### src/tws_pkg.sv
// package: constants, carriers and states of the two-wire serial controller
package tws_pkg;
    localparam int unsigned TWS_CLK_HZ = 100_000_000;
    localparam int unsigned TWS_STD_HZ = 100_000;
    localparam int unsigned TWS_FAST_HZ = 400_000;
    // quarter bit period in clocks, rounded up so the rate stays under its ceiling
    localparam logic [15:0] TWS_STD_QTR =
        16'((TWS_CLK_HZ + 4 * TWS_STD_HZ - 1) / (4 * TWS_STD_HZ));
    localparam logic [15:0] TWS_FAST_QTR =
        16'((TWS_CLK_HZ + 4 * TWS_FAST_HZ - 1) / (4 * TWS_FAST_HZ));
    localparam int TWS_BYTE_W = 8;
    localparam int TWS_FIFO_DEPTH = 32;
    localparam logic [3:0] TWS_LAST_BIT = 4'h7;
    localparam logic [3:0] TWS_ACK_BIT = 4'h8;
    localparam logic [6:0] TWS_GCALL_ADDR = 7'h00;
    localparam logic [1:0] TWS_PH_SET = 2'h0;
    localparam logic [1:0] TWS_PH_RISE = 2'h1;
    localparam logic [1:0] TWS_PH_HIGH = 2'h2;

    typedef struct packed {
        logic master_en;
        logic slave_en;
        logic rd;
        logic quick;
        logic fast;
        logic [1:0] iadr_size;
        logic [6:0] dev_addr;
        logic [23:0] iadr;
        logic [6:0] own_addr;
        logic [15:0] qtr_div;
    } tws_cfg_type;

    typedef struct packed {
        logic start;
        logic stop;
        logic clr;
    } tws_cmd_type;

    typedef struct packed {
        logic nack;
        logic arb_lost;
        logic done;
        logic busy;
        logic bus_idle;
        logic slave_sel;
        logic gen_call;
    } tws_stat_type;

    typedef enum logic [2:0] {TWS_M_IDLE, TWS_M_START, TWS_M_BIT, TWS_M_WAIT, TWS_M_STOP}
        tws_mst_type;
    typedef enum logic [1:0] {TWS_K_ADDR, TWS_K_IADR, TWS_K_TXD, TWS_K_RXD} tws_kind_type;
    typedef enum logic [1:0] {TWS_S_IDLE, TWS_S_ADDR, TWS_S_RX, TWS_S_TX} tws_slv_type;

    // picks one internal address byte, index 2 is the most significant
    function automatic logic [7:0] tws_iadr_byte(input logic [23:0] iadr,
                                                 input logic [1:0] idx);
        case (idx)
            2'h2: tws_iadr_byte = iadr[23:16];
            2'h1: tws_iadr_byte = iadr[15:8];
            default: tws_iadr_byte = iadr[7:0];
        endcase
    endfunction : tws_iadr_byte
endpackage : tws_pkg

### src/tws_ctrl.sv
// two-wire serial controller: master/slave byte engine with receive fifo
`timescale 1ns/1ns

// byte fifo of flip-flops with valid and ready on both sides
module tws_fifo #(
    parameter int WIDTH = 8,
    parameter int DEPTH = 32
) (
    input wire logic clk_i,
    input wire logic rst_i,
    input wire logic in_valid_i,
    input wire logic [WIDTH-1:0] in_data_i,
    output logic in_ready_o,
    output logic out_valid_o,
    output logic [WIDTH-1:0] out_data_o,
    input wire logic out_ready_i
);
    localparam int AW = $clog2(DEPTH);
    logic [WIDTH-1:0] mem_q [DEPTH];
    logic [AW-1:0] wr_q;
    logic [AW-1:0] rd_q;
    logic [AW:0] cnt_q;
    logic push;
    logic pop;

    // flags follow the occupancy count
    assign in_ready_o = cnt_q != (AW + 1)'(DEPTH);
    assign out_valid_o = cnt_q != '0;
    assign out_data_o = mem_q[rd_q];
    assign push = in_valid_i && in_ready_o;
    assign pop = out_valid_o && out_ready_i;

    // storage write
    always_ff @(posedge clk_i) begin
        if (push) begin
            mem_q[wr_q] <= in_data_i;
        end
    end

    // pointers and count
    always_ff @(posedge clk_i) begin
        if (rst_i) begin
            wr_q <= '0;
            rd_q <= '0;
            cnt_q <= '0;
        end else begin
            if (push) begin
                wr_q <= wr_q + 1'b1;
            end
            if (pop) begin
                rd_q <= rd_q + 1'b1;
            end
            if (push && !pop) begin
                cnt_q <= cnt_q + 1'b1;
            end else if (pop && !push) begin
                cnt_q <= cnt_q - 1'b1;
            end
        end
    end
endmodule : tws_fifo

// Overview of operation
// - lost arbitration drops to slave automatically
// - standard and fast bus rates supported
// - seven or extended ten bit addressing; only seven bit addresses are sent and matched
// - start byte sequence not generated
// - repeated start without stop between
// - generate and check acknowledge every byte
// - correct operation with several masters
// - slave answers the general call
// - quick command: address only, no data
// - none or one to three internal address bytes
// - master or slave, single or sequential
// - separate transmit and receive dma requests
// - one combined interrupt output
// - lines only pulled low or released
// - bit clock from programmable core divider
// - bus idle only when both lines high
// - start and stop frame every transfer
// - eight bits, msb first, then acknowledge
// - master samples ack, flags missing one
// - master holds clock low awaiting data
module tws_ctrl
    import tws_pkg::*;
(
    input wire logic ref_clk_i,
    input wire logic sys_rst_i,
    input wire tws_cfg_type cfg_i,
    input wire tws_cmd_type cmd_i,
    input wire logic scl_i,
    output logic scl_o,
    output logic scl_oe_o,
    input wire logic sda_i,
    output logic sda_o,
    output logic sda_oe_o,
    input wire logic tx_valid_i,
    input wire logic [7:0] tx_data_i,
    output logic tx_ready_o,
    output logic rx_valid_o,
    output logic [7:0] rx_data_o,
    input wire logic rx_ready_i,
    output tws_stat_type stat_o,
    output logic irq_o
);
    tws_mst_type m_st_q;
    tws_kind_type kind_q;
    tws_slv_type s_st_q;
    logic [15:0] cnt_q;
    logic [15:0] qtr;
    logic [1:0] ph_q;
    logic [3:0] bit_q;
    logic [7:0] sh_q;
    logic [1:0] iidx_q;
    logic rdph_q;
    logic stop_pend_q;
    logic ack_q;
    logic m_scl_low_q;
    logic m_sda_low_q;
    logic nack_p_q;
    logic arb_p_q;
    logic done_p_q;
    logic [3:0] s_bit_q;
    logic [7:0] s_sh_q;
    logic s_sda_low_q;
    logic s_scl_low_q;
    logic s_rw_q;
    logic s_gc_q;
    logic s_need_q;
    logic scl_prev_q;
    logic sda_prev_q;
    logic bus_busy_q;
    logic push_q;
    logic [7:0] push_data_q;
    logic fifo_in_ready;
    logic stall;
    logic tick;
    logic bus_idle;
    logic start_det;
    logic stop_det;
    logic scl_rise;
    logic scl_fall;
    logic s_match;
    logic s_push;
    logic m_push;
    logic tx_take;
    logic m_to_iadr;
    logic m_restart;
    logic m_to_rx;
    logic m_to_tx;

    // bus condition decode from the sampled lines
    assign scl_rise = scl_i && !scl_prev_q;
    assign scl_fall = !scl_i && scl_prev_q;
    assign start_det = scl_i && scl_prev_q && sda_prev_q && !sda_i;
    assign stop_det = scl_i && scl_prev_q && !sda_prev_q && sda_i;
    assign bus_idle = !bus_busy_q && scl_i && sda_i;
    assign tx_take = tx_valid_i && tx_ready_o;

    // divider: programmed quarter period, else the selected standard one
    assign qtr = (cfg_i.qtr_div != 16'h0000) ? cfg_i.qtr_div :
                 (cfg_i.fast ? TWS_FAST_QTR : TWS_STD_QTR);
    assign stall = (ph_q == TWS_PH_HIGH) && !scl_i;
    assign tick = (cnt_q == 16'h0000) && !stall &&
                  (m_st_q == TWS_M_START || m_st_q == TWS_M_BIT || m_st_q == TWS_M_STOP);

    // next step of the master after a byte, decided while the clock is held
    always_comb begin
        m_to_iadr = (m_st_q == TWS_M_WAIT) && ack_q && (iidx_q != 2'h0) &&
                    ((kind_q == TWS_K_ADDR && !rdph_q && !cfg_i.quick) ||
                     kind_q == TWS_K_IADR);
        m_restart = (m_st_q == TWS_M_WAIT) && ack_q && (iidx_q == 2'h0) &&
                    (kind_q == TWS_K_IADR) && cfg_i.rd;
        m_to_rx = (m_st_q == TWS_M_WAIT) && ack_q &&
                  ((kind_q == TWS_K_ADDR && rdph_q && !cfg_i.quick) ||
                   kind_q == TWS_K_RXD);
        m_to_tx = (m_st_q == TWS_M_WAIT) && ack_q && !cfg_i.quick &&
                  (kind_q == TWS_K_TXD ||
                   (kind_q == TWS_K_ADDR && !rdph_q && iidx_q == 2'h0) ||
                   (kind_q == TWS_K_IADR && iidx_q == 2'h0 && !cfg_i.rd));
    end

    // slave address match, own address or general call write
    assign s_match = (m_st_q == TWS_M_IDLE) &&
                     (s_sh_q[7:1] == cfg_i.own_addr ||
                      (s_sh_q[7:1] == TWS_GCALL_ADDR && !s_sh_q[0]));
    assign m_push = (m_st_q == TWS_M_BIT) && tick && (ph_q == 2'h3) &&
                    (bit_q == TWS_ACK_BIT) && (kind_q == TWS_K_RXD);
    assign s_push = (s_st_q == TWS_S_RX) && scl_fall && (s_bit_q == TWS_LAST_BIT);

    // line history and busy tracking between start and stop
    always_ff @(posedge ref_clk_i) begin
        if (sys_rst_i) begin
            scl_prev_q <= 1'b1;
            sda_prev_q <= 1'b1;
            bus_busy_q <= 1'b0;
        end else begin
            scl_prev_q <= scl_i;
            sda_prev_q <= sda_i;
            if (start_det) begin
                bus_busy_q <= 1'b1;
            end else if (stop_det) begin
                bus_busy_q <= 1'b0;
            end
        end
    end

    // quarter period counter, frozen while another device stretches the clock
    always_ff @(posedge ref_clk_i) begin
        if (sys_rst_i) begin
            cnt_q <= 16'h0000;
        end else if (m_st_q == TWS_M_IDLE || m_st_q == TWS_M_WAIT || tick) begin
            cnt_q <= qtr - 16'h0001;
        end else if (!stall) begin
            cnt_q <= cnt_q - 16'h0001;
        end
    end

    // master sequencer: start, bits with acknowledge, hold, stop
    always_ff @(posedge ref_clk_i) begin
        if (sys_rst_i) begin
            m_st_q <= TWS_M_IDLE;
            kind_q <= TWS_K_ADDR;
            ph_q <= 2'h0;
            bit_q <= 4'h0;
            sh_q <= 8'h00;
            iidx_q <= 2'h0;
            rdph_q <= 1'b0;
            stop_pend_q <= 1'b0;
            ack_q <= 1'b0;
            m_scl_low_q <= 1'b0;
            m_sda_low_q <= 1'b0;
            nack_p_q <= 1'b0;
            arb_p_q <= 1'b0;
            done_p_q <= 1'b0;
        end else begin
            nack_p_q <= 1'b0;
            arb_p_q <= 1'b0;
            done_p_q <= 1'b0;
            if (cmd_i.stop) begin
                stop_pend_q <= 1'b1;
            end
            case (m_st_q)
                TWS_M_IDLE: begin
                    m_scl_low_q <= 1'b0;
                    m_sda_low_q <= 1'b0;
                    ph_q <= 2'h0;
                    stop_pend_q <= cmd_i.stop;
                    if (cmd_i.start && cfg_i.master_en && bus_idle) begin
                        m_st_q <= TWS_M_START;
                        rdph_q <= cfg_i.rd && (cfg_i.iadr_size == 2'h0);
                        iidx_q <= cfg_i.iadr_size;
                    end
                end
                TWS_M_START: if (tick) begin
                    ph_q <= ph_q + 2'h1;
                    case (ph_q)
                        TWS_PH_RISE: m_scl_low_q <= 1'b0;
                        TWS_PH_HIGH: m_sda_low_q <= 1'b1;
                        TWS_PH_SET: m_sda_low_q <= 1'b0;
                        default: begin
                            m_scl_low_q <= 1'b1;
                            m_st_q <= TWS_M_BIT;
                            kind_q <= TWS_K_ADDR;
                            bit_q <= 4'h0;
                            sh_q <= {cfg_i.dev_addr, rdph_q};
                        end
                    endcase
                end
                TWS_M_BIT: if (tick) begin
                    ph_q <= ph_q + 2'h1;
                    case (ph_q)
                        TWS_PH_SET: begin
                            if (bit_q != TWS_ACK_BIT) begin
                                m_sda_low_q <= (kind_q != TWS_K_RXD) && !sh_q[7];
                            end else if (kind_q == TWS_K_RXD) begin
                                ack_q <= !stop_pend_q;
                                m_sda_low_q <= !stop_pend_q;
                            end else begin
                                m_sda_low_q <= 1'b0;
                            end
                        end
                        TWS_PH_RISE: m_scl_low_q <= 1'b0;
                        TWS_PH_HIGH: begin
                            if (bit_q != TWS_ACK_BIT) begin
                                sh_q <= {sh_q[6:0], sda_i};
                            end else if (kind_q != TWS_K_RXD) begin
                                ack_q <= !sda_i;
                                nack_p_q <= sda_i;
                            end
                            if (!m_sda_low_q && !sda_i &&
                                ((bit_q != TWS_ACK_BIT) != (kind_q == TWS_K_RXD))) begin
                                m_st_q <= TWS_M_IDLE;
                                m_scl_low_q <= 1'b0;
                                arb_p_q <= 1'b1;
                            end
                        end
                        default: begin
                            m_scl_low_q <= 1'b1;
                            if (bit_q == TWS_ACK_BIT) begin
                                m_st_q <= TWS_M_WAIT;
                            end else begin
                                bit_q <= bit_q + 4'h1;
                            end
                        end
                    endcase
                end
                TWS_M_WAIT: begin
                    ph_q <= 2'h0;
                    bit_q <= 4'h0;
                    if (m_to_iadr) begin
                        kind_q <= TWS_K_IADR;
                        sh_q <= tws_iadr_byte(cfg_i.iadr, iidx_q - 2'h1);
                        iidx_q <= iidx_q - 2'h1;
                        m_st_q <= TWS_M_BIT;
                    end else if (m_restart) begin
                        rdph_q <= 1'b1;
                        m_sda_low_q <= 1'b0;
                        m_st_q <= TWS_M_START;
                    end else if (m_to_rx) begin
                        if (!push_q) begin
                            kind_q <= TWS_K_RXD;
                            m_st_q <= TWS_M_BIT;
                        end
                    end else if (m_to_tx) begin
                        if (tx_take) begin
                            kind_q <= TWS_K_TXD;
                            sh_q <= tx_data_i;
                            m_st_q <= TWS_M_BIT;
                        end else if (stop_pend_q) begin
                            m_st_q <= TWS_M_STOP;
                        end
                    end else if (!(kind_q == TWS_K_RXD && push_q)) begin
                        m_st_q <= TWS_M_STOP;
                    end
                end
                TWS_M_STOP: if (tick) begin
                    ph_q <= ph_q + 2'h1;
                    case (ph_q)
                        TWS_PH_SET: m_sda_low_q <= 1'b1;
                        TWS_PH_RISE: m_scl_low_q <= 1'b0;
                        TWS_PH_HIGH: m_sda_low_q <= 1'b0;
                        default: begin
                            m_st_q <= TWS_M_IDLE;
                            done_p_q <= 1'b1;
                        end
                    endcase
                end
                default: m_st_q <= TWS_M_IDLE;
            endcase
        end
    end

    // slave engine follows every frame; it answers only with the master idle
    always_ff @(posedge ref_clk_i) begin
        if (sys_rst_i) begin
            s_st_q <= TWS_S_IDLE;
            s_bit_q <= 4'h0;
            s_sh_q <= 8'h00;
            s_sda_low_q <= 1'b0;
            s_rw_q <= 1'b0;
            s_gc_q <= 1'b0;
            s_need_q <= 1'b0;
        end else if (start_det && cfg_i.slave_en) begin
            s_st_q <= TWS_S_ADDR;
            s_bit_q <= 4'h0;
            s_sda_low_q <= 1'b0;
            s_need_q <= 1'b0;
            s_gc_q <= 1'b0;
        end else if (stop_det || !cfg_i.slave_en) begin
            s_st_q <= TWS_S_IDLE;
            s_sda_low_q <= 1'b0;
            s_need_q <= 1'b0;
        end else begin
            case (s_st_q)
                TWS_S_ADDR, TWS_S_RX: begin
                    if (scl_rise && s_bit_q != TWS_ACK_BIT) begin
                        s_sh_q <= {s_sh_q[6:0], sda_i};
                    end
                    if (scl_fall) begin
                        if (s_bit_q == TWS_ACK_BIT) begin
                            s_sda_low_q <= 1'b0;
                            s_bit_q <= 4'h0;
                            if (s_st_q == TWS_S_ADDR) begin
                                s_st_q <= s_rw_q ? TWS_S_TX : TWS_S_RX;
                                s_need_q <= s_rw_q;
                            end
                        end else if (s_bit_q == TWS_LAST_BIT) begin
                            s_bit_q <= TWS_ACK_BIT;
                            if (s_st_q == TWS_S_RX) begin
                                s_sda_low_q <= 1'b1;
                            end else if (s_match) begin
                                s_sda_low_q <= 1'b1;
                                s_rw_q <= s_sh_q[0];
                                s_gc_q <= s_sh_q[7:1] == TWS_GCALL_ADDR;
                            end else begin
                                s_st_q <= TWS_S_IDLE;
                            end
                        end else begin
                            s_bit_q <= s_bit_q + 4'h1;
                        end
                    end
                end
                TWS_S_TX: begin
                    if (s_need_q) begin
                        if (tx_take) begin
                            s_sh_q <= tx_data_i;
                            s_sda_low_q <= !tx_data_i[7];
                            s_need_q <= 1'b0;
                        end
                    end else if (scl_rise && s_bit_q == TWS_ACK_BIT && sda_i) begin
                        s_st_q <= TWS_S_IDLE;
                    end else if (scl_fall) begin
                        if (s_bit_q == TWS_ACK_BIT) begin
                            s_bit_q <= 4'h0;
                            s_need_q <= 1'b1;
                        end else if (s_bit_q == TWS_LAST_BIT) begin
                            s_bit_q <= TWS_ACK_BIT;
                            s_sda_low_q <= 1'b0;
                        end else begin
                            s_bit_q <= s_bit_q + 4'h1;
                            s_sh_q <= {s_sh_q[6:0], 1'b0};
                            s_sda_low_q <= !s_sh_q[6];
                        end
                    end
                end
                default: s_st_q <= TWS_S_IDLE;
            endcase
        end
    end

    // slave stretches the clock while the fifo or the transmit data lags
    always_ff @(posedge ref_clk_i) begin
        if (sys_rst_i) begin
            s_scl_low_q <= 1'b0;
        end else begin
            s_scl_low_q <= ((s_st_q == TWS_S_RX && s_bit_q == TWS_ACK_BIT && push_q) ||
                            (s_st_q == TWS_S_TX && s_need_q)) &&
                           (!scl_i || s_scl_low_q);
        end
    end

    // received byte waits here until the fifo accepts it
    always_ff @(posedge ref_clk_i) begin
        if (sys_rst_i) begin
            push_q <= 1'b0;
            push_data_q <= 8'h00;
        end else if (m_push || s_push) begin
            push_q <= 1'b1;
            push_data_q <= m_push ? sh_q : s_sh_q;
        end else if (fifo_in_ready) begin
            push_q <= 1'b0;
        end
    end

    tws_fifo #(
        .WIDTH(TWS_BYTE_W),
        .DEPTH(TWS_FIFO_DEPTH)
    ) u_rx_fifo (
        .clk_i(ref_clk_i),
        .rst_i(sys_rst_i),
        .in_valid_i(push_q),
        .in_data_i(push_data_q),
        .in_ready_o(fifo_in_ready),
        .out_valid_o(rx_valid_o),
        .out_data_o(rx_data_o),
        .out_ready_i(rx_ready_i)
    );

    // transmit request toward the dma channel
    always_ff @(posedge ref_clk_i) begin
        if (sys_rst_i) begin
            tx_ready_o <= 1'b0;
        end else begin
            tx_ready_o <= ((m_to_tx && !stop_pend_q) || s_need_q) && !tx_take;
        end
    end

    // open-drain pins: level always low, enable pulls the wired-and line
    always_ff @(posedge ref_clk_i) begin
        if (sys_rst_i) begin
            scl_o <= 1'b0;
            sda_o <= 1'b0;
            scl_oe_o <= 1'b0;
            sda_oe_o <= 1'b0;
        end else begin
            scl_o <= 1'b0;
            sda_o <= 1'b0;
            scl_oe_o <= m_scl_low_q || s_scl_low_q;
            sda_oe_o <= m_sda_low_q || s_sda_low_q;
        end
    end

    // status: nack, arb_lost and done sticky, a new event wins over a clear in the same cycle
    always_ff @(posedge ref_clk_i) begin
        if (sys_rst_i) begin
            stat_o <= '0;
            irq_o <= 1'b0;
        end else begin
            stat_o.nack <= nack_p_q || (stat_o.nack && !cmd_i.clr);
            stat_o.arb_lost <= arb_p_q || (stat_o.arb_lost && !cmd_i.clr);
            stat_o.done <= done_p_q || (stat_o.done && !cmd_i.clr);
            stat_o.busy <= m_st_q != TWS_M_IDLE;
            stat_o.bus_idle <= bus_idle;
            stat_o.slave_sel <= s_st_q == TWS_S_RX || s_st_q == TWS_S_TX;
            stat_o.gen_call <= s_gc_q;
            irq_o <= stat_o.nack || stat_o.arb_lost || stat_o.done;
        end
    end
endmodule : tws_ctrl

### config.mk
export PLATFORM = sky130hd
export DESIGN_NAME = tws_ctrl
export DESIGN_NICKNAME = d
export VERILOG_FILES = /design/src/tws_pkg.sv /design/src/tws_ctrl.sv
export SDC_FILE = /design/constraint.sdc
export NUM_CORES = 1
export LEC_CHECK = 0
export ABC_AREA = 1
export BUFFER_PORTS_ARGS = -buffer_cell sky130_fd_sc_hd__buf_2
export CAP_MARGIN = 15
export CORE_MARGIN = 4
export CORE_UTILIZATION = 55
export DETAILED_ROUTE_END_ITERATION = 10
export MAX_ROUTING_LAYER = met4
export PLACE_DENSITY = 0.76
export SLEW_MARGIN = 5
export SYNTH_ARGS = -nofsm -noshare
export SYNTH_HDL_FRONTEND = slang
export SYNTH_HIERARCHICAL = 1
export SYNTH_SLANG_ARGS = --single-unit
### constraint.sdc
create_clock -name ref_clk_i -period 2.3 [get_ports ref_clk_i]
set_clock_uncertainty 0.05 [all_clocks]
set_input_delay 0.345 -clock ref_clk_i [delete_from_list [all_inputs] [get_ports ref_clk_i]]
set_output_delay 0.345 -clock ref_clk_i [all_outputs]
set_load 0.03 [all_outputs]
# Yosys cells after proc, flatten, opt, wreduce, memory -nomap -nowiden
# Memories as Yosys holds them, arrays and structs flattened. A register that Yosys moved wholly into a read port is not among the register bits.
# Cells that the tools add are included.
word_totals:
  out_inout_bits: 22
  n_memories: 1
  regBits: 103
  ram_bits: 256
  wordCells: 447
classes:
  bitwise_logic: 9
  add_sub_neg: 10
  n_eq_ne: 86
  n_reduce_logical: 155
  muxes: 143
memory_table:
  columns: ["memory", "words", "width", "rd", "rd_ports_with_merged_regs", "write_ports", "line_no", "source"]
  rows:
  - ["u_rx_fifo.mem_q", 32, 8, 1, 1, 1, "tws_ctrl.sv:19", "logic [WIDTH-1:0] mem_q [DEPTH];"]
op_table:
  columns: ["cell", "count"]
  rows:
  - ["8-bit 2-to-1 mux", 18]
  - ["1-bit logical AND", 61]
  - ["1-bit 2-to-1 mux", 52]
  - ["2-bit inequality test (second input constant)", 25]
  - ["16-bit 2-to-1 mux", 3]
  - ["3-bit 2-to-1 mux", 16]
  - ["4-bit 2-to-1 mux", 10]
  - ["3-bit inequality test (second input constant)", 13]
  - ["2-bit 2-to-1 mux", 19]
  - ["4-bit inequality test (second input constant)", 9]
  - ["7-bit AND reduction", 5]
  - ["8-bit one-hot mux with 2 select lines", 2]
  - ["16-bit by 1-bit subtractor with 16-bit output (second input constant)", 2]
  - ["5-bit inequality test (second input constant)", 5]
  - ["8-bit one-hot mux with 3 select lines", 1]
  - ["8-bit AND reduction", 3]
  - ["1-bit logical OR", 22]
  - ["1-bit logical NOT", 20]
  - ["2-bit nonzero test", 10]
  - ["9-bit AND reduction", 2]
  - ["16-bit logical NOT", 1]
  - ["2-bit one-hot mux with 2 select lines", 4]
  - ["16-bit nonzero test", 1]
  - ["3-bit one-hot mux with 5 select lines", 1]
  - ["46 further kinds", 98]

# Longest topological paths before layout
logic_depth:
  word_depth: 12
  depth_mapped: 21
  mapped_depth_nobuf: 21

# Modules after synthesis
# The synthesis kept the hierarchy.
modules_own_cells:
  columns: ["mod", "cells_each", "area_per_inst_um2", "instances"]
  rows:
  - ["tws_fifo", 1052, 11730.0, 1]
  - ["tws_ctrl", 864, 5607.9, 1]

# Worst setup path after synthesis
# OpenSTA, ideal clock, no wires.
synth_timing:
  kind: "reg-to-reg"
  start: "reg ph_q[0]"
  end: "reg, netlist name cnt_q[10]"
  arrival_ns: 2.303
  stages_incl_launch_ff: 20
  t_required_ns: 2.136
  period_less_slack_ns: 2.467
  setup_slack_ns: -0.167
  cell_sequence: "dfxtp_1 > inv_1 > ha_1 > buf_2 > nand2_1 > nand3_1 > nor2_1 > nand3_2 > buf_6 > nand3b_1 > nand2_1 > ha_1 > nand2_2 > nor2_4 > nand2_1 > clkinv_1 > nand3b_1 > nand2_1 > o21bai_1 > inv_1"
synth_lines:
  columns: ["item", "line_no", "source"]
  rows:
  - ["start, declared", "tws_ctrl.sv:110", "logic [1:0] ph_q;"]
  - ["start signal, assigned", "tws_ctrl.sv:255", "ph_q <= ph_q + 2'h1;"]
  - ["start signal, assigned", "tws_ctrl.sv:270", "ph_q <= ph_q + 2'h1;"]
  - ["start signal, assigned", "tws_ctrl.sv:337", "ph_q <= ph_q + 2'h1;"]

==> impl_metrics.py <==
metrics = {
    "pwr": {
        "power.total_mw": 21.64,
        "power_frac_comb_pct": 34.7,
        "total_leakage_power_nw": 9.093,
        "seqPwrFrac_pct": 35.3,
        "p_sw_mw": 7.458,
        "power.density_nw_per_um2": 996.5,
        "ir_worst_vdd_uv": 785.4,
        "internal_power_mw": 14.19,
        "netSwitchingFraction_pct": 34.46,
        "power_frac_clock_pct": 29.9,
    },
    "placement": {
        "place_area_um2": 18650,
        "dp_cells": 2428,
        "port_buffers": 97,
        "pre_cts_slack_ns": -0.04294,
        "dp.final_hpwl_um": 29330,
        "gp_congestion": 0.9553,
    },
    "finish": {
        "drive_gt1_share_pct": 24.92,
        "syn2layout_area_growth_pct": 25.27,
        "fin_area_um2": 21720,
        "instances_no_fill": 2555,
        "layout_common_cells": "nand2_1 (482), edfxtp_1 (256), nand3_1 (217), inv_1 (139), buf_4 (109)",
        "insertedDiodeCount": 0,
        "final_common_cell": "nand2_1",
        "nNetsFinal": 2236,
    },
    "grt": {
        "grt_pass1_wl_um": 70170,
        "grt_start_max_net_pins": 40,
        "grt_pass1_vias": 13566,
        "grt_use_total_pct": 26.36,
        "antenna_found_initial": 0,
        "overflow": 0,
    },
    "critical_path": {
        "reg2reg_slack_ns": -0.11,
        "critical_path_class": "flip-flop to output pin",
        "start_kind": "flip-flop",
        "crit_arrival_ns": 2.17,
        "end_kind": "output pin",
        "crit_required_ns": 1.90,
        "reg2regPathDepth": 18,
        "cp_max_fo": 8,
        "rr_startpoint": "ph_q[0]",
        "r2r-end": "cnt_q[8]",
        "endpoint": "rx_data_o[2]",
    },
    "run_status": {
        "violations": "setup timing",
        "status": "complete, but fails checks",
    },
    "timing": {
        "clock.fmax_mhz": 390.4,
        "tightest_slew_ns": 0.6628,
        "fin_crit_sh_pct": 111.4,
        "drv_slew": 0,
        "layout_setup_ws_ns": -0.2616,
        "hold_viol": 0,
        "min_period_ns": 2.562,
        "rsz0062_at_grt": "true",
        "timing.slew.headroom_pct": 55.47,
        "setup_viol": 17,
    },
    "logic_synthesis": {
        "synthCells": 1916,
        "synth_top_area_share_pct": 44.34,
        "synthTopCellsByArea": "edfxtp_1 (44%), dfxtp_1 (12%), nand2_1 (12%)",
        "syn_area_per_cell_um2": 9.049,
        "ys_warn_count": 6,
        "ys_seq_elements": 364,
        "synthArstFlopShare_pct": 0,
        "synthFlopType": "edfxtp_1",
        "yosysUniqueCellTypes": 51,
        "yosysSeqAreaShare_pct": 56.81,
        "synth_top_cell_by_area": "edfxtp_1",
        "syn-cell-area_um2": 17340,
        "synth_edf_count": 256,
    },
    "clocking": {
        "cts_tree": "built",
        "cts_num_sinks": 364,
        "cts_root_buffer": "clkbuf_16",
        "cts_buffers": 39,
        "cts_max_path_buffers": 3,
        "insertion_delay_ns": 0.55,
        "htree_levels": 2,
        "clkTransAtPathRegs_ns": 0.06,
    },
    "detailed_routing": {
        "vias": 14797,
        "drc": 0,
        "vias_per_cell": 5.791,
        "wl_per_cell_um": 19.21,
        "ant_nets": 0,
        "firstDrtPassIters": 6,
        "first_iter_violations": 1551,
        "finalWirelength_um": 49080,
    },
    "run": {
        "maxCapViolCount": 0,
    },
    "die": {
        "initial_core_util_pct": 56.24,
        "core_region_area_um2": 30830,
        "die_w_um": 185.6,
        "pin_count": 100,
        "row_count": 64,
        "dieArea_um2": 34430,
        "die_y_um": 185.6,
    },
    "min_path": {
        "hp-class": "input pin to flip-flop",
    },
}
==> stage by stage <==
step	hold slack, ns	util (%)	TNS [ns]
finish	0.03617	70.45	-2.204
detailed placement	0.3923	60.48	-0.1259
global placement	0.3879	60.48	0
floorplan	0.3605	-	-0.01049
CTS	0.02377	66.32	-1.643
global route	0.05087	70.45	-4.230
==> cells in the mapped netlist, types with 2 or more instances <==
library cell and instances:
a2111oi_0 2, a211oi_1 8, a21oi_1 69, a221oi_1 5
a31oi_1 10, buf_2 21, buf_4 8, buf_6 29
clkbuf_1 26, clkinv_1 5, dfxtp_1 108, edfxtp_1 256
ha_1 29, inv_1 145, inv_2 10, inv_4 2
nand2_1 561, nand2_2 13, nand3_1 273, nand3_2 8
nand3b_1 4, nand4_1 15, nor2_1 105, nor2_2 5
nor2_4 2, nor2_8 2, nor3_1 55, nor3b_1 2
nor4_1 2, o2111ai_1 5, o211a_1 2, o211ai_1 3
o21ai_0 78, o21ai_1 11, o21bai_1 2, o22ai_1 4
xnor2_1 5, xor2_1 13
==> per-layer routing <==
layer,global-route usage (%),routed length (µm)
met5,-,0
met2,44.85,24140
met4,8.598,2031
met1,33.18,19290
met3,3.107,3622
==> worst max-delay path, cell delays in order, from the launching register on <==
cell and delay (ns):
dfxtp_4 0.42, buf_12 0.19, clkbuf_16 0.18, nand2_1 0.10, nand3_2 0.10, nand3_1 0.10
nand2_1 0.08, nand2_1 0.08, nand2_1 0.08, nand2_1 0.06, nand2_2 0.09, buf_6 0.13
==> how the worst min path moves through the flow <==
stage          startpoint   endpoint  slack [ns]  cells after the start
4_1_cts         cfg_i[55]  iidx_q[1]        0.02                      3
3_5_place_dp      arb_p_q  stat_o[5]        0.39                      2
3_3_place_gp     done_p_q  stat_o[4]        0.39                      2
5_1_grt         cfg_i[58]     rdph_q        0.05                      3
6_report        cfg_i[55]  iidx_q[1]        0.04                      3
2_1_floorplan      s_gc_q  stat_o[0]        0.36                      2
==> timing repair <==
action	in CTS	in global routing
gates cloned	6	10
endpoints found under the hold margin	1	0
setup buffers	4	30
setup endpoints to repair	12	55
pin swaps	9	110
hold buffers	1	0
gates resized for setup	61	209
==> power by group through the flow <==
stage	sequential (mW)	clock, mW	combinational, mW
2_1_floorplan	7.69	0	3.95
3_3_place_gp	7.72	0	5.20
3_5_place_dp	7.73	0	5.30
4_1_cts	7.60	6.55	5.82
5_1_grt	7.68	6.85	8.08
6_report	7.65	6.48	7.52
==> cells by family after synthesis <==
group	count (synthesis)	share of synthesized area (%)
adders and majority gates	30	2.208
and+or+nand+nor	1052	26.46
buffers and inverters	246	6.935
DFF	364	56.81
AOI/OAI and AO/OA	205	6.654
other	1	0.02163
xor gates and xnor gates	18	0.9093
==> flip-flops by register name, summed over array words and instances, names as in the netlist, 6 cells and up, named ones only <==
signal	count
cnt_q	16
u_rx_fifo/mem_q	256
sh_q	8
stat_o	7
s_sh_q	8
u_rx_fifo/cnt_q	6
push_data_q	8
==> area by class of cell <==
class	instances	area, µm²
Clock buffer	46	1054
Timing Repair Buffer	252	2231
Timing Repair inverter	1	7.507
Tap cell	396	495.5
Inverter	162	643.1
Clock inverter	26	289.0
Fill cell	2159	9110
Multi-Input combinational cell	1308	7131
Sequential cell	364	9869
(Power assumes the default switching activity.)
